==> src/rtl/phy_regs_pkg.sv <==
// Constants for the line state and event interrupt register bank
package phy_regs_pkg;

  // Register indices, byte address is four times the index
  localparam logic [5:0] IDX_XOVER_CTRL = 6'h10;
  localparam logic [5:0] IDX_LINE_STATE = 6'h11;
  localparam logic [5:0] IDX_IRQ_ENABLE = 6'h12;
  localparam logic [5:0] IDX_IRQ_FLAGS  = 6'h13;
  localparam logic [5:0] IDX_IRQ_CLEAR  = 6'h14;
  localparam logic [5:0] IDX_SOFT_CTRL  = 6'h15;
  localparam int         ADDR_W         = 8;

  // Line state field positions
  localparam int LS_SPEED_LO = 14;
  localparam int LS_DUPLEX   = 13;
  localparam int LS_PAGE     = 12;
  localparam int LS_RESOLVED = 11;
  localparam int LS_LINK     = 10;
  localparam int LS_CROSS    = 6;
  localparam int LS_DOWNGR   = 5;
  localparam int LS_TX_PAUSE = 3;
  localparam int LS_RX_PAUSE = 2;
  localparam int LS_POLARITY = 1;
  localparam int LS_JABBER   = 0;

  // Event positions, shared by enable, flag and clear registers
  localparam int EV_NEG_FAULT = 15;
  localparam int EV_RATE      = 14;
  localparam int EV_DUPLEX    = 13;
  localparam int EV_PAGE      = 12;
  localparam int EV_LINK_FAIL = 11;
  localparam int EV_LINK_UP   = 10;
  localparam int EV_WAKE      = 6;
  localparam int EV_DOWNSHIFT = 5;
  localparam int EV_POLARITY  = 1;
  localparam int EV_BABBLE    = 0;

  // Crossover mode field and soft reset bit
  localparam int XO_MODE_LO  = 5;
  localparam int SOFT_RST_BIT = 0;

  // Reset values
  localparam logic [1:0]  XOVER_MODE_RST = 2'h3;
  localparam logic [15:0] IRQ_ENABLE_RST = 16'h0000;
  localparam logic [15:0] IRQ_FLAGS_RST  = 16'h0000;

  // Bus responses
  localparam logic [1:0] RESP_OKAY   = 2'h0;
  localparam logic [1:0] RESP_DECERR = 2'h3;

  typedef enum logic [1:0] {
    XO_STRAIGHT = 2'b00,
    XO_CROSSED  = 2'b01,
    XO_RSVD     = 2'b10,
    XO_AUTO     = 2'b11
  } xover_mode_e;

endpackage : phy_regs_pkg

==> src/rtl/phy_link_status_irq_enable_regs.sv <==
// Line state report and event interrupt registers behind AXI4-Lite
`timescale 1ns/1ps
`default_nettype none

module phy_link_status_irq_enable_regs
  import phy_regs_pkg::*;
(
  input  wire logic              sys_clk,
  input  wire logic              rst,
  input  wire logic              ce,
  input  wire logic [ADDR_W-1:0] awaddr,
  input  wire logic              awvalid,
  output logic                   awready,
  input  wire logic [31:0]       wdata,
  input  wire logic [3:0]        wstrb,
  input  wire logic              wvalid,
  output logic                   wready,
  output logic [1:0]             bresp,
  output logic                   bvalid,
  input  wire logic              bready,
  input  wire logic [ADDR_W-1:0] araddr,
  input  wire logic              arvalid,
  output logic                   arready,
  output logic [31:0]            rdata,
  output logic [1:0]             rresp,
  output logic                   rvalid,
  input  wire logic              rready,
  input  wire logic [1:0]        speed_in,
  input  wire logic              full_duplex_in,
  input  wire logic              link_up_in,
  input  wire logic              neg_enable_in,
  input  wire logic              neg_done_in,
  input  wire logic              page_rx_in,
  input  wire logic              auto_crossed_in,
  input  wire logic              downshift_in,
  input  wire logic              polarity_rev_in,
  input  wire logic              babble_in,
  input  wire logic              tx_pause_in,
  input  wire logic              rx_pause_in,
  input  wire logic              neg_fault_in,
  input  wire logic              wake_in,
  output logic [1:0]             xover_active,
  output logic                   irq
);

  logic [5:0]  aw_idx_r, aw_idx_nxt;
  logic [15:0] wd_r, wd_nxt;
  logic [1:0]  ws_r, ws_nxt;
  logic        aw_full_r, aw_full_nxt, w_full_r, w_full_nxt;
  logic        bvalid_r, bvalid_nxt, rvalid_r, rvalid_nxt;
  logic [1:0]  bresp_r, bresp_nxt, rresp_r, rresp_nxt;
  logic [15:0] rdata_r, rdata_nxt;
  logic [1:0]  mode_r, mode_nxt, applied_r, applied_nxt;
  logic [15:0] en_r, en_nxt, flags_r, flags_nxt;
  logic        page_r, page_nxt, irq_r, irq_nxt;
  logic [1:0]  spd_prev_r;
  logic        dup_prev_r, link_prev_r, dg_prev_r, pol_prev_r, jab_prev_r;
  logic [15:0] status_w, ev_w, wmask_w;
  logic        do_wr, ar_hs, st_rd, fl_rd, soft_rst;
  logic        cross_w, resolved_w;
  logic [5:0]  ar_idx;

  // Bus handshakes, withheld while ce freezes state so none is lost
  assign awready  = ce && !aw_full_r && !bvalid_r;
  assign wready   = ce && !w_full_r && !bvalid_r;
  assign arready  = ce && !rvalid_r;
  assign do_wr    = aw_full_r && w_full_r && !bvalid_r;
  assign ar_hs    = arvalid && arready;
  assign ar_idx   = araddr[7:2];
  assign st_rd    = ar_hs && (ar_idx == IDX_LINE_STATE);
  assign fl_rd    = ar_hs && (ar_idx == IDX_IRQ_FLAGS);
  assign wmask_w  = {{8{ws_r[1]}}, {8{ws_r[0]}}};
  assign soft_rst = do_wr && (aw_idx_r == IDX_SOFT_CTRL) && ws_r[0]
                    && wd_r[SOFT_RST_BIT];

  // Resolved line state as software sees it
  assign resolved_w = !neg_enable_in || neg_done_in;
  always_comb begin
    case (xover_mode_e'(applied_r))
      XO_AUTO:    cross_w = auto_crossed_in;
      XO_CROSSED: cross_w = 1'b1;
      default:    cross_w = 1'b0;
    endcase
  end
  always_comb begin
    status_w = 16'h0000;
    status_w[LS_SPEED_LO +: 2] = speed_in;
    status_w[LS_DUPLEX]   = full_duplex_in;
    status_w[LS_PAGE]     = page_r;
    status_w[LS_RESOLVED] = resolved_w;
    status_w[LS_LINK]     = link_up_in;
    status_w[LS_CROSS]    = cross_w && resolved_w;
    status_w[LS_DOWNGR]   = downshift_in;
    status_w[LS_TX_PAUSE] = tx_pause_in && neg_enable_in
                            && neg_done_in;
    status_w[LS_RX_PAUSE] = rx_pause_in && neg_enable_in
                            && neg_done_in;
    status_w[LS_POLARITY] = polarity_rev_in;
    status_w[LS_JABBER]   = babble_in;
  end

  // Raw interrupt causes
  always_comb begin
    ev_w = 16'h0000;
    ev_w[EV_NEG_FAULT] = neg_fault_in;
    ev_w[EV_RATE]      = speed_in != spd_prev_r;
    ev_w[EV_DUPLEX]    = full_duplex_in != dup_prev_r;
    ev_w[EV_PAGE]      = page_rx_in;
    ev_w[EV_LINK_FAIL] = link_prev_r && !link_up_in;
    ev_w[EV_LINK_UP]   = !link_prev_r && link_up_in;
    ev_w[EV_WAKE]      = wake_in;
    ev_w[EV_DOWNSHIFT] = downshift_in && !dg_prev_r;
    ev_w[EV_POLARITY]  = polarity_rev_in != pol_prev_r;
    ev_w[EV_BABBLE]    = babble_in && !jab_prev_r;
  end

  // Next state of bus channels and registers
  always_comb begin
    aw_idx_nxt  = aw_idx_r;
    wd_nxt      = wd_r;
    ws_nxt      = ws_r;
    aw_full_nxt = aw_full_r;
    w_full_nxt  = w_full_r;
    bvalid_nxt  = bvalid_r;
    bresp_nxt   = bresp_r;
    rvalid_nxt  = rvalid_r;
    rresp_nxt   = rresp_r;
    rdata_nxt   = rdata_r;
    mode_nxt    = mode_r;
    applied_nxt = applied_r;
    en_nxt      = en_r;
    if (awvalid && awready) begin
      aw_idx_nxt  = awaddr[7:2];
      aw_full_nxt = 1'b1;
    end
    if (wvalid && wready) begin
      wd_nxt     = wdata[15:0];
      ws_nxt     = wstrb[1:0];
      w_full_nxt = 1'b1;
    end
    if (bvalid_r && bready) begin
      bvalid_nxt = 1'b0;
    end
    // Write takes effect once address and data are both held
    if (do_wr) begin
      aw_full_nxt = 1'b0;
      w_full_nxt  = 1'b0;
      bvalid_nxt  = 1'b1;
      bresp_nxt   = RESP_OKAY;
      case (aw_idx_r)
        IDX_XOVER_CTRL: begin
          if (ws_r[0]) begin
            mode_nxt = wd_r[XO_MODE_LO +: 2];
          end
        end
        IDX_IRQ_ENABLE: begin
          en_nxt = (en_r & ~wmask_w) | (wd_r & wmask_w);
        end
        IDX_LINE_STATE, IDX_IRQ_FLAGS, IDX_IRQ_CLEAR, IDX_SOFT_CTRL: begin
          bresp_nxt = RESP_OKAY;
        end
        default: begin
          bresp_nxt = RESP_DECERR;
        end
      endcase
    end
    if (soft_rst) begin
      applied_nxt = mode_r;
    end
    if (rvalid_r && rready) begin
      rvalid_nxt = 1'b0;
    end
    // Read answer captured at the address handshake
    if (ar_hs) begin
      rvalid_nxt = 1'b1;
      rresp_nxt  = RESP_OKAY;
      case (ar_idx)
        IDX_XOVER_CTRL: rdata_nxt = {9'h000, mode_r, 5'h00};
        IDX_LINE_STATE: rdata_nxt = status_w;
        IDX_IRQ_ENABLE: rdata_nxt = en_r;
        IDX_IRQ_FLAGS:  rdata_nxt = flags_r;
        IDX_IRQ_CLEAR, IDX_SOFT_CTRL: rdata_nxt = 16'h0000;
        default: begin
          rdata_nxt = 16'h0000;
          rresp_nxt = RESP_DECERR;
        end
      endcase
    end
  end

  // Sticky flags and page latch, a new event wins over any clear
  always_comb begin
    flags_nxt = flags_r;
    page_nxt  = page_r;
    if (fl_rd || soft_rst) begin
      flags_nxt = 16'h0000;
    end
    if (do_wr && aw_idx_r == IDX_IRQ_CLEAR) begin
      flags_nxt = flags_nxt & ~(wd_r & wmask_w);
    end
    flags_nxt = flags_nxt | (ev_w & en_r);
    if (st_rd || soft_rst) begin
      page_nxt = 1'b0;
    end
    if (page_rx_in) begin
      page_nxt = 1'b1;
    end
    irq_nxt = |(flags_nxt & en_nxt);
  end

  // Register everything, frozen while ce is low
  always_ff @(posedge sys_clk) begin
    if (rst) begin
      aw_idx_r    <= 6'h00;
      wd_r        <= 16'h0000;
      ws_r        <= 2'h0;
      aw_full_r   <= 1'b0;
      w_full_r    <= 1'b0;
      bvalid_r    <= 1'b0;
      bresp_r     <= RESP_OKAY;
      rvalid_r    <= 1'b0;
      rresp_r     <= RESP_OKAY;
      rdata_r     <= 16'h0000;
      mode_r      <= XOVER_MODE_RST;
      applied_r   <= XOVER_MODE_RST;
      en_r        <= IRQ_ENABLE_RST;
      flags_r     <= IRQ_FLAGS_RST;
      page_r      <= 1'b0;
      irq_r       <= 1'b0;
      spd_prev_r  <= 2'h0;
      dup_prev_r  <= 1'b0;
      link_prev_r <= 1'b0;
      dg_prev_r   <= 1'b0;
      pol_prev_r  <= 1'b0;
      jab_prev_r  <= 1'b0;
    end else if (ce) begin
      aw_idx_r    <= aw_idx_nxt;
      wd_r        <= wd_nxt;
      ws_r        <= ws_nxt;
      aw_full_r   <= aw_full_nxt;
      w_full_r    <= w_full_nxt;
      bvalid_r    <= bvalid_nxt;
      bresp_r     <= bresp_nxt;
      rvalid_r    <= rvalid_nxt;
      rresp_r     <= rresp_nxt;
      rdata_r     <= rdata_nxt;
      mode_r      <= mode_nxt;
      applied_r   <= applied_nxt;
      en_r        <= en_nxt;
      flags_r     <= flags_nxt;
      page_r      <= page_nxt;
      irq_r       <= irq_nxt;
      spd_prev_r  <= speed_in;
      dup_prev_r  <= full_duplex_in;
      link_prev_r <= link_up_in;
      dg_prev_r   <= downshift_in;
      pol_prev_r  <= polarity_rev_in;
      jab_prev_r  <= babble_in;
    end
  end

  // Outputs
  assign bvalid       = bvalid_r && ce;                           // No answer while frozen
  assign bresp        = bresp_r;
  assign rvalid       = rvalid_r && ce;
  assign rresp        = rresp_r;
  assign rdata        = {16'h0000, rdata_r};
  assign xover_active = applied_r;
  assign irq          = irq_r;
endmodule : phy_link_status_irq_enable_regs
`default_nettype wire

==> config.mk <==
export PLATFORM = sky130hd
export DESIGN_NAME = phy_link_status_irq_enable_regs
export DESIGN_NICKNAME = d
export VERILOG_FILES = /design/src/rtl/phy_regs_pkg.sv /design/src/rtl/phy_link_status_irq_enable_regs.sv
export SDC_FILE = /design/constraint.sdc
export NUM_CORES = 1
export LEC_CHECK = 0
export BUFFER_PORTS_ARGS = -buffer_cell sky130_fd_sc_hd__clkbuf_2
export CORE_UTILIZATION = 51
export DETAILED_ROUTE_END_ITERATION = 8
export PLACE_DENSITY = 0.75
export RECOVER_POWER = 50
export SYNTH_ARGS = -nofsm -noshare
export SYNTH_HDL_FRONTEND = slang
export SYNTH_SLANG_ARGS = --single-unit
==> constraint.sdc <==
create_clock -name sys_clk -period 2.4 [get_ports sys_clk]
set_input_delay 0.48 -clock sys_clk [delete_from_list [all_inputs] [get_ports sys_clk]]
set_output_delay 0.48 -clock sys_clk [all_outputs]
set_load 0.03 [all_outputs]
==> impl_metrics.yaml <==
logic_synthesis:
  syn_area_sq_mm: 0.004430
  synthArstFlopShare_pct: 0
  ys.flop_type: "dfxtp_1"
  synthXorXnorAreaFrac_pct: 0.7907
  syn_inst: 521
  yosys.area_share.simple_pct: 23.55
  yosys-mux-area-fraction_pct: 11.83
  synth_top_area_share_pct: 41.12
  yosys.area_share.adder_pct: 0
  ys_seq_elements: 91
  synth_top_area_cell: "dfxtp_1"
  yosys_warnings: 0
  synth_top_family_by_area: "simple AND/OR/NAND/NOR gates"
  yosysSeqAreaShare_pct: 41.12
  netlist_top_cells_area: "dfxtp_1 41%, mux2i_1 7.0%, nand2_1 6.9%"
  synth_edf_count: 0
  synth_compound_area_share_pct: 16.29
  yosysUniqueCellTypes: 50
  postSynthAreaPerCell_sq_um: 8.504
placed_design:
  io_buffers: 80
  dp_hpwl_um: 7620
  place_ws_ns: -0.09856
  placed_cells: 696
  finalWeightedCongestion: 0.8581
cts:
  numCtsBuffers: 9
  cts_tree: "yes"
  worstSkewPairLatency_ns: 0.36
  clock_tree.root_cell: "clkbuf_8"
  cts.clk_slew.worst_paths_ns: 0.09
  cts_sinks: 91
  htreeDepth: 3
  cts_buffer_depth: 2
sta:
  hold_viol: 0
  fin_worst_skew_ns: 0.01053
  holdWs_ns: 0.3316
  fin_ws_ns: 0.1336
  relSlewSlack_pct: 55.86
  fmax_ghz: 0.4412
  fin_crit_ns: 2.266
  finalSetupViolCount: 0
  tightest_slew_ns: 0.6620
  finalCritPeriodShare_pct: 94.43
  maxSlewViolCount: 0
outcome:
  status: "completed"
global_routing:
  grt_pass1_wl_um: 17350
  grtUsageTotal_pct: 24.73
  grt_antenna_before_repair: 0
  grt_pass1_vias: 3598
  grt_max_degree: 92
  overflow: 0
routing:
  via_per_inst: 5.624
  drt_iter0_markers: 273
  ant_nets: 0
  first_pass_iters: 5
  num_vias: 4004
  finalWirelength_um: 10800
  wl_per_cell_um: 15.17
  drc: 0
finish:
  n_antenna_cell: 0
  layout.cells.non_filler: 712
  drive_above_1_share_pct: 20.10
  final_cell_mix: "90 x dfxtp_1, 81 x nand2_1, 67 x nor2_1"
  final_nets: 678
  layout_commonest_cell: "dfxtp_1"
  utilization_pct: 62.17
  area_growth_pct: 16.46
  fillers: 718
die:
  start_util_pct: 53.38
  die_area_sq_mm: 0.009064
  pin_count: 119
  die_w_um: 95.21
  core_sq_mm: 0.008299
  rows: 33
  die_y_um: 95.21
setup_path:
  cp.arrival_ns: 2.49
  endpoint_kind: "flop"
  critPathKind: "reg2reg"
  crit_fanout: 7
  cp.required_ns: 2.62
  start_kind: "flop"
power:
  p_per_area_mw_per_mm2: 613.6
  power_mw: 3.166
  p_leak_nw: 2.185
  ir_worst_vdd_mv: 0.2843
run:
  max-cap-violations: 0
min_path:
  hold_class: "in2reg"
==> area by class of cell <==
class | instances | area [sq um] | area share [%]
multi-input combinational | 390 | 2394 | 46.39
sequential | 91 | 1823 | 35.33
timing repair buffer | 107 | 566.8 | 10.98
tap | 105 | 131.4 | 2.546
clock buffer | 10 | 127.6 | 2.473
clock inverter | 5 | 102.6 | 1.988
inverter | 4 | 15.01 | 0.2910
==> routing by layer <==
layer	vias up	track usage, %	wire length (um)
li1	1968	-	-
met1	1874	34.19	5019
met2	147	40.00	5067
met3	15	3.030	566
met4	0	7.828	144
met5	-	0	0
==> cell usage after synthesis (all sizes together) (3+ instances only) <==
cell type / count
dfxtp: 91
nand2: 81
nor2: 67
a21oi: 41
mux2i: 31
clkbuf: 26
buf: 25
mux2: 17
nand3: 15
nand2b: 13
a211oi: 11
a22oi: 10
a22o: 8
and2: 6
and3: 6
nand4: 5
nor2b: 5
nor3b: 5
a31oi: 4
a32oi: 4
a41oi: 4
inv: 4
nor3: 4
o21ai: 4
a211o: 3
a311oi: 3
and4b: 3
o22ai: 3
==> worst paths after layout <==
path | depth (start not counted) | end | slack [ns] | from
max | 9 | irq | 0.13 | aw_idx_r[3]
min | 3 | wd_r[2] | 0.33 | wdata[2]
max reg2reg | 9 | irq | 0.13 | aw_idx_r[3]
min reg2reg | 2 | rdata_r[7] | 0.47 | rdata_r[7]
==> sequential cells by signal, summed over array words and instances, names as in the netlist, 2 cells and up <==
signal,cells
xover_active,2
spd_prev_r,2
rdata_r,16
aw_idx_r,6
wd_r,16
flags_r,16
ws_r,2
mode_r,2
en_r,16
==> report_power, final <==
part	switching [mW]	internal, mW
clock network	0.526	0.685
registers	0.0461	1.56
logic	0.219	0.134
==> metrics by stage <==
stage          setup TNS, ns  area, sq um
5_1_grt             -0.01213         5160
4_1_cts                    0         5191
6_report                   0         5160
3_3_place_gp        -0.07813         4961
3_5_place_dp        -0.09856         4961
2_1_floorplan              0         4487
==> cell families (layout without fill, tap and decap cells) <==
kind of cell	after synthesis	after routing
mux	49	49
xor+xnor	4	4
other cells	1	16
compound gates	106	106
flops	91	91
simple gates	215	215
buf+inv	55	126
==> worst max-delay path, stage by stage (launching register included) <==
cell and delay [ns]:
dfxtp_1 0.37, nor4b_4 0.28, buf_4 0.18, and3_1 0.19, buf_4 0.14, nand2_1 0.07
a31oi_2 0.24, o22ai_1 0.14, a2111oi_2 0.38, a311oi_1 0.14
==> repair_timing <==
action	4_1_cts	5_1_grt
setup buffers	0	1
gates resized for setup	0	4
hold buffers	0	0
endpoints found under the setup margin	0	1
No activity file was read; power rests on OpenSTA's default activity.
